===== config.mk =====
export PLATFORM = sky130hd
export DESIGN_NAME = prds_top
export DESIGN_NICKNAME = d
export VERILOG_FILES = /design/src/inc/prds_pkg.sv /design/src/core/prds_top.sv
export SDC_FILE = /design/constraint.sdc
export NUM_CORES = 1
export LEC_CHECK = 0
export BUFFER_PORTS_ARGS = -buffer_cell sky130_fd_sc_hd__buf_2
export CELL_PAD_IN_SITES_DETAIL_PLACEMENT = 0
export CELL_PAD_IN_SITES_GLOBAL_PLACEMENT = 2
export CORE_MARGIN = 2
export CORE_UTILIZATION = 24
export DETAILED_ROUTE_END_ITERATION = 6
export GPL_TIMING_DRIVEN = 0
export PLACE_DENSITY_LB_ADDON = 0.1
export RECOVER_POWER = 50
export SETUP_SLACK_MARGIN = 0.3
export SYNTH_ARGS = -nofsm -noshare
export SYNTH_HDL_FRONTEND = slang
export SYNTH_SLANG_ARGS = --single-unit

===== constraint.sdc =====
create_clock -name clk -period 2 [get_ports clk]
set_input_delay 0 -clock clk [delete_from_list [all_inputs] [get_ports clk]]
set_output_delay 0 -clock clk [all_outputs]
set_load 0.005 [all_outputs]

===== src/inc/prds_pkg.sv =====
// prds_pkg: register map, field positions, reset values and carriers
// for the pwm restart, active-delay and steering block.
// assumes a 32-bit ahb-lite register bus, one aligned word per register.
package prds_pkg;

  // register byte addresses (one aligned word each)
  localparam logic [7:0] PRDS_RESTART_DELAY_OFS = 8'h00; // pwm_restart_delay_control
  localparam logic [7:0] PRDS_STEERING_OFS      = 8'h04; // pwm_output_steering_control
  localparam logic [7:0] PRDS_MODE_OFS          = 8'h08; // capture_compare / output config
  localparam logic [7:0] PRDS_STATUS_OFS        = 8'h0C; // shutdown status

  // reset values
  localparam logic [7:0] PRDS_RESTART_DELAY_RST = 8'h00;
  localparam logic [7:0] PRDS_STEERING_RST      = 8'h01;
  localparam logic [7:0] PRDS_MODE_RST          = 8'h00;

  // field positions
  localparam int PRDS_RSEN_BIT     = 7;
  localparam int PRDS_SYNC_BIT     = 4;
  localparam int PRDS_STR_B_BIT    = 1;
  localparam int PRDS_STR_A_BIT    = 0;
  localparam int PRDS_ASE_BIT      = 0;
  localparam logic [7:0] PRDS_STEER_WMASK = 8'h13; // bits 4,1,0 writable

  // one instruction cycle is four oscillator periods; the core clock
  // is the instruction clock, so each delay unit is one clk cycle
  localparam int PRDS_DELAY_W = 7;

  // ahb-lite encodings
  localparam logic [1:0] PRDS_HTRANS_NONSEQ = 2'h2;
  localparam logic [1:0] PRDS_HTRANS_SEQ    = 2'h3;

  // steering request carried between shadow and live copies
  typedef struct packed {
    logic sync_sel;
    logic en_b;
    logic en_a;
  } prds_steer_t;

  // mode fields (upper capture/compare bits, polarity, output config)
  typedef struct packed {
    logic [1:0] ccm_high;
    logic [1:0] polarity;
    logic [1:0] out_cfg;
  } prds_mode_t;

endpackage


===== src/core/prds_top.sv =====
// prds_top: pwm auto-restart, active-edge delay and output steering.
// assumes clk is the instruction clock and the timebase, duty compare
// and shutdown source arrive as synchronous inputs.
// Function
// no restart-enable: hold off until software clears
// restart-enable: status self-clears when shutdown ends
// delay active edges by seven-bit count
// sync bit: steering change at period start
// steer b routes waveform to pin b
// steer a routes waveform to pin a
// steering only with mode 11, config 00
// reserved steering bits read as zero
// top three steering bits unimplemented, zero
// steering resets with only enable a set
`timescale 1ns/1ps
module prds_top (
  input  wire logic        clk,             // instruction clock
  input  wire logic        reset,           // synchronous, active high
  input  wire logic        hsel,
  input  wire logic [31:0] haddr,
  input  wire logic [1:0]  htrans,
  input  wire logic        hwrite,
  input  wire logic [2:0]  hsize,
  input  wire logic [31:0] hwdata,
  input  wire logic        hready,
  output logic      [31:0] hrdata,
  output logic             hreadyout,
  output logic             hresp,
  input  wire logic        pwm_raw,         // undelayed waveform from timebase
  input  wire logic        period_start,    // pulse at each new pwm period
  input  wire logic        shutdown_in,     // shutdown condition level
  input  wire logic        port_a_out,      // ordinary port data for pin a
  input  wire logic        port_b_out,      // ordinary port data for pin b
  output logic             pwm_out_pin_a,
  output logic             pwm_out_pin_b,
  output logic             steer_active_a,  // pin a owned by pwm
  output logic             steer_active_b,  // pin b owned by pwm
  output logic             shutdown_active  // outputs held in shutdown state
);
  import prds_pkg::*;

  // software registers and internal state
  logic [7:0]  restart_delay_reg;           // rsen + delay count
  prds_steer_t steer_reg;                   // software-written steering
  prds_steer_t steer_live_reg;              // steering in force
  prds_mode_t  mode_reg;                    // ccm high, polarity, out cfg
  logic        ase_reg;                     // shutdown_event_status
  logic [PRDS_DELAY_W-1:0] delay_cnt_reg;   // active-edge delay counter
  logic        pwm_dly_reg;                 // delayed waveform
  logic        raw_prev_reg;                // last sampled raw waveform

  // address phase capture
  logic        dp_valid_reg;
  logic        dp_write_reg;
  logic [7:0]  dp_addr_reg;

  // pulled-out fields
  wire         auto_restart_enable = restart_delay_reg[PRDS_RSEN_BIT];
  wire [PRDS_DELAY_W-1:0] active_delay_count = restart_delay_reg[PRDS_DELAY_W-1:0];

  // register read mux helper, used for read data only; writes decode dp_addr_reg directly
  function automatic logic [7:0] prds_read(input logic [7:0] a, input logic [7:0] rd,
                                           input prds_steer_t s, input prds_mode_t m,
                                           input logic ase);
    case (a)
      PRDS_RESTART_DELAY_OFS: prds_read = rd;
      // unimplemented and reserved bits fold to zero
      PRDS_STEERING_OFS:      prds_read = {3'h0, s.sync_sel, 2'h0, s.en_b, s.en_a}; // see
      PRDS_MODE_OFS:          prds_read = {2'h0, m};
      PRDS_STATUS_OFS:        prds_read = {7'h00, ase};
      default:                prds_read = 8'h00;
    endcase
  endfunction

  // word address from the low byte lane; upper address bits alias onto
  // the same four registers, a trade made to keep the decode small
  function automatic logic [7:0] prds_word(input logic [31:0] a);
    prds_word = {a[7:2], 2'b00};
  endfunction

  // bus decode
  wire addr_take  = hsel && hready && (htrans == PRDS_HTRANS_NONSEQ || htrans == PRDS_HTRANS_SEQ);
  wire wr_now     = dp_valid_reg && dp_write_reg;
  wire wr_rd      = wr_now && dp_addr_reg == PRDS_RESTART_DELAY_OFS;
  wire wr_steer   = wr_now && dp_addr_reg == PRDS_STEERING_OFS;
  wire wr_mode    = wr_now && dp_addr_reg == PRDS_MODE_OFS;
  wire wr_status  = wr_now && dp_addr_reg == PRDS_STATUS_OFS;
  // software clears status by writing zero to bit 0
  wire ase_sw_clr = wr_status && !hwdata[PRDS_ASE_BIT];

  // steering allowed only in enhanced pwm single-output mode
  wire steer_mode_ok = (mode_reg.ccm_high == 2'h3) && (mode_reg.out_cfg == 2'h0);

  // steering takes effect now, or at the next period when sync is set
  wire steer_apply = !steer_reg.sync_sel || period_start;

  // waveform with polarity from the mode polarity field (its bit 0 inverts)
  wire pwm_pol = pwm_dly_reg ^ mode_reg.polarity[0];

  // auto-restart clears status once the shutdown input has gone away
  wire ase_hw_clr = auto_restart_enable && !shutdown_in;

  assign hreadyout = 1'b1;  // zero wait states
  assign hresp     = 1'b0;  // always okay

  // address phase capture; no wait states so hready is always ours
  always_ff @(posedge clk) begin
    if (reset) begin
      dp_valid_reg <= 1'b0;
      dp_write_reg <= 1'b0;
      dp_addr_reg  <= 8'h00;
    end else begin
      dp_valid_reg <= addr_take;
      dp_write_reg <= hwrite;
      dp_addr_reg  <= prds_word(haddr);
    end
  end

  // read data registered at the address phase, ready in the data phase
  // limitation: a read whose address phase overlaps the data phase of a
  // write to the same register returns the old value; a master that
  // needs the new value leaves one idle cycle between the two
  always_ff @(posedge clk) begin
    if (reset) begin
      hrdata <= 32'h00000000;
    end else if (addr_take && !hwrite) begin
      hrdata <= {24'h000000, prds_read(prds_word(haddr), restart_delay_reg,
                                       steer_reg, mode_reg, ase_reg)};
    end
  end

  // control registers
  always_ff @(posedge clk) begin
    if (reset) begin
      restart_delay_reg <= PRDS_RESTART_DELAY_RST;
      steer_reg         <= PRDS_STEERING_RST[2:0] | 3'h0;
      mode_reg          <= PRDS_MODE_RST[5:0];
    end else begin
      if (wr_rd) begin
        restart_delay_reg <= hwdata[7:0];
      end
      if (wr_steer) begin
        // only bits 4,1,0 stored; reserved and top bits dropped
        steer_reg <= {hwdata[PRDS_SYNC_BIT], hwdata[PRDS_STR_B_BIT], hwdata[PRDS_STR_A_BIT]};
      end
      if (wr_mode) begin
        mode_reg <= hwdata[5:0];
      end
    end
  end

  // live steering copy, updated per sync selection
  always_ff @(posedge clk) begin
    if (reset) begin
      steer_live_reg <= PRDS_STEERING_RST[2:0];
    end else if (steer_apply) begin
      steer_live_reg <= steer_reg;
    end
  end

  // shutdown event status: set wins over any clear
  always_ff @(posedge clk) begin
    if (reset) begin
      ase_reg <= 1'b0;
    end else if (shutdown_in) begin
      ase_reg <= 1'b1;
    end else if (ase_hw_clr || ase_sw_clr) begin
      // without restart-enable only software releases it
      ase_reg <= 1'b0; // see
    end
  end

  // active-edge delay: rising edge waits count cycles, falling is immediate
  always_ff @(posedge clk) begin
    if (reset) begin
      raw_prev_reg  <= 1'b0;
      delay_cnt_reg <= '0;
      pwm_dly_reg   <= 1'b0;
    end else begin
      raw_prev_reg <= pwm_raw;
      if (!pwm_raw) begin
        pwm_dly_reg   <= 1'b0;
        delay_cnt_reg <= '0;
      end else if (!raw_prev_reg) begin
        // scheduled transition; zero count goes active at once
        pwm_dly_reg   <= (active_delay_count == '0);
        delay_cnt_reg <= active_delay_count;
      end else if (!pwm_dly_reg) begin
        if (delay_cnt_reg <= 7'h01) begin
          pwm_dly_reg <= 1'b1;
        end
        delay_cnt_reg <= delay_cnt_reg - 7'h01;
      end
    end
  end

  // pin ownership and drive; the shutdown drive level, low, is set in the pin registers below
  assign steer_active_a  = steer_mode_ok && steer_live_reg.en_a; // see
  assign steer_active_b  = steer_mode_ok && steer_live_reg.en_b; // see
  assign shutdown_active = ase_reg;

  // pin outputs registered; a shut-down owned pin is forced low, whatever the polarity
  always_ff @(posedge clk) begin
    if (reset) begin
      pwm_out_pin_a <= 1'b0;
      pwm_out_pin_b <= 1'b0;
    end else begin
      pwm_out_pin_a <= steer_active_a ? (pwm_pol && !ase_reg) : port_a_out;
      pwm_out_pin_b <= steer_active_b ? (pwm_pol && !ase_reg) : port_b_out;
    end
  end
endmodule


==> out/metrics.cfg <==
[status]
status = finished clean

[die]
core_area_mm2 = 0.00915
design.portCount = 118
die_w_um = 101
die_y_um = 101
start_util = 0.246
std_cell_rows = 35
die_area_mm2 = 0.0102

[layout]
final_core_util = 0.322
layout-drive-gt1-share = 0.194
regArea_um2 = 941
multi_input_area_mm2 = 0.00113
diodes = 0
nFillCells = 999
fin_nets = 420
final_area_mm2 = 0.00295
area_growth_pct = 31.1

[synth]
synth_warnings = 0
syn_area_mm2 = 0.00225
synth_most_common_cell = dfxtp_1
synthTopCellsByArea = dfxtp_1 (42%), buf_4 (8.7%), a21oi_1 (5.6%), o21ai_0 (5.1%), nand3_1 (4.7%)
yosysUniqueCellTypes = 43
seq_area_frac_synth = 0.418
synth.ff_latch_count = 47
avgSynthCellArea_um2 = 8.79
synth_flop_cell = dfxtp_1
synth_edf_count = 0
synth_top_cell_area_share = 0.418
netlist_instances = 256
synth-async-reset-ratio = 0
yosys.area.top_type = dfxtp_1
synth_commonest_cells = dfxtp_1 (47), buf_4 (26), a21oi_1 (25), o21ai_0 (23), nand3_1 (21)

[global_route]
grt_pass1_vias = 1795
grt_busiest_layer = met2
grt_pass1_wl_um = 9610
overflow = 0
use_met1 = 0.167
use_met2 = 0.211
antenna_found_initial = 0
grt_max_degree = 15
track_usage = 0.126
met3_usage = 0.0236

[route]
vias_per_cell = 4.52
dr.pass1.iters = 4
wl_per_cell_um = 14.2
first_iter_violations = 46
vias = 2038
ant_nets = 0
drt_wl_total_um = 6380
drc = 0

[sta]
slew_headroom = 0.467
setup_violations = 0
worst_pin_slew_ns = 0.794
grt_setup_unrepaired = false
min_period_ns = 1.63
slew_violations = 0
skew_ns = 0.0142
tns_ns = 0
fin_crit_sh = 0.815
finalHoldViolCount = 0
timing.fmax_mhz = 613

[min_path]
holdCritStartpoint = period_start
hold_depth = 3
holdPathEnd = steer_live_reg[0]
hold_class = in -> reg

[clock_network]
numClockSinks = 47
cts-root-buf = clkbuf_8
clockBufferDepth = 2
htree_levels = 2
insertion_delay_ns = 0.31
cts_tree = yes
clk_pin_slew_ns = 0.10
numCtsBuffers = 5

[critical_path]
cp.required_ns = 2.24
cp-end-kind = flop
worstRegToRegCells = 3
reg2reg_setup_slack_ns = 0.41
worstSetupPathType = in -> reg
crit-reg2reg-launch = dp_addr_reg[2]
r2r-end = mode_reg[3]
cp.arrival_ns = 1.87
cp_max_fo = 5
start_kind = primary input

[place]
gp_congestion = 0.727
dpl_cell_area_mm2 = 0.00265
port_buffers = 34
dp_hpwl_um = 4700

[power_and_ir_drop]
leakage_nw = 1.16
power_density_mw_per_mm2 = 657
vdd_ir_drop_max_v = 0.000334

[job]
drv_cap = 0

==> power breakdown <==
part	internal, mW	switching (mW)	total (mW)	leakage (nW)
clock network	0.405	0.333	0.738	0.0612
logic	0.117	0.112	0.230	0.713
registers	0.954	0.0171	0.971	0.383
total	1.48	0.462	1.94	1.16
==> cells by family after synthesis <==
| family | count (synthesis) | synth area share |
|---|---|---|
| buffers and inverters | 49 | 0.126 |
| flip-flops | 47 | 0.418 |
| multiplexers | 8 | 0.0411 |
| other | 2 | 0.00334 |
| adder cells (fa/ha/maj) | 2 | 0.0111 |
| AND/OR/NAND/NOR | 79 | 0.214 |
| AO/OA/AOI/OAI | 64 | 0.167 |
| XOR/XNOR | 5 | 0.0195 |
==> critical path, cell delays in order <==
cell           delay (ns)
dlygate4sd3_1        0.53
buf_2                0.12
or4_4                0.56
or4_1                0.50
a21oi_1              0.15
==> worst max-delay path by stage <==
| stage | startpoint | endpoint | slack [ns] |
|---|---|---|---|
| final | haddr[7] | hrdata[2] | 0.37 |
| after global placement | dp_addr_reg[2] | restart_delay_reg[7] | 0.10 |
| after CTS | dp_addr_reg[3] | mode_reg[1] | 0.29 |
| after detailed placement | dp_addr_reg[2] | restart_delay_reg[2] | 0.16 |
| after floorplan | delay_cnt_reg[2] | delay_cnt_reg[5] | 0.59 |
| after global routing | dp_addr_reg[2] | mode_reg[5] | 0.30 |
==> per-stage QoR <==
step                      std cells  hold WS [ns]  total power, mW  worst slack [ns]
after detailed placement        425         0.229             1.19             0.158
final                           451        0.0554             1.94             0.369
after global placement          425         0.228             1.19             0.100
after floorplan                 280         0.124             1.13             0.587
after global routing            451        0.0732             2.03             0.296
after CTS                       451        0.0550             1.96             0.295
==> per-layer routing <==
| layer | share of wire | vias up |
|---|---|---|
| li1 | - | 1036 |
| met1 | 0.48 | 948 |
| met2 | 0.48 | 46 |
| met3 | 0.034 | 8 |
| met4 | 0.0092 | 0 |
| met5 | 0 | - |
==> layout by cell type (no fill, tap or decap), drive strengths merged, types with 3 or more instances in the layout <==
| master | netlist | final |
|---|---|---|
| buf | 28 | 50 |
| dfxtp | 47 | 47 |
| clkbuf | 12 | 30 |
| conb | 2 | 26 |
| a21oi | 25 | 25 |
| o21ai | 23 | 23 |
| nand3 | 21 | 21 |
| dlygate4sd3 | 0 | 18 |
| nor2 | 11 | 11 |
| nor2b | 10 | 10 |
| inv | 8 | 8 |
| mux2i | 7 | 7 |
| nand2 | 5 | 5 |
| or4 | 5 | 5 |
| xnor2 | 4 | 4 |
| nand2b | 4 | 4 |
| nor4 | 4 | 4 |
| o41ai | 3 | 3 |
| nand4b | 3 | 3 |
| a32o | 3 | 3 |
| or4b | 3 | 3 |
| nor4b | 3 | 3 |
==> cell type report <==
type | count | share of cell area
buffer | 40 | 0.0856
multi-input combinational | 184 | 0.383
inverter | 9 | 0.0114
tap | 111 | 0.0471
sequential | 47 | 0.319
timing repair buffer | 52 | 0.114
clock inverter | 2 | 0.0119
clock buffer | 6 | 0.0280
==> timing repair <==
item                                   CTS  global route
buffers inserted                         0             0
pin swaps                                0             0
setup endpoints to repair                8            10
endpoints found under the hold margin   22             0
hold buffers                            18             0
resized for setup                        1             3
gates cloned                             0             0
Power figures use the tool's default switching activity.
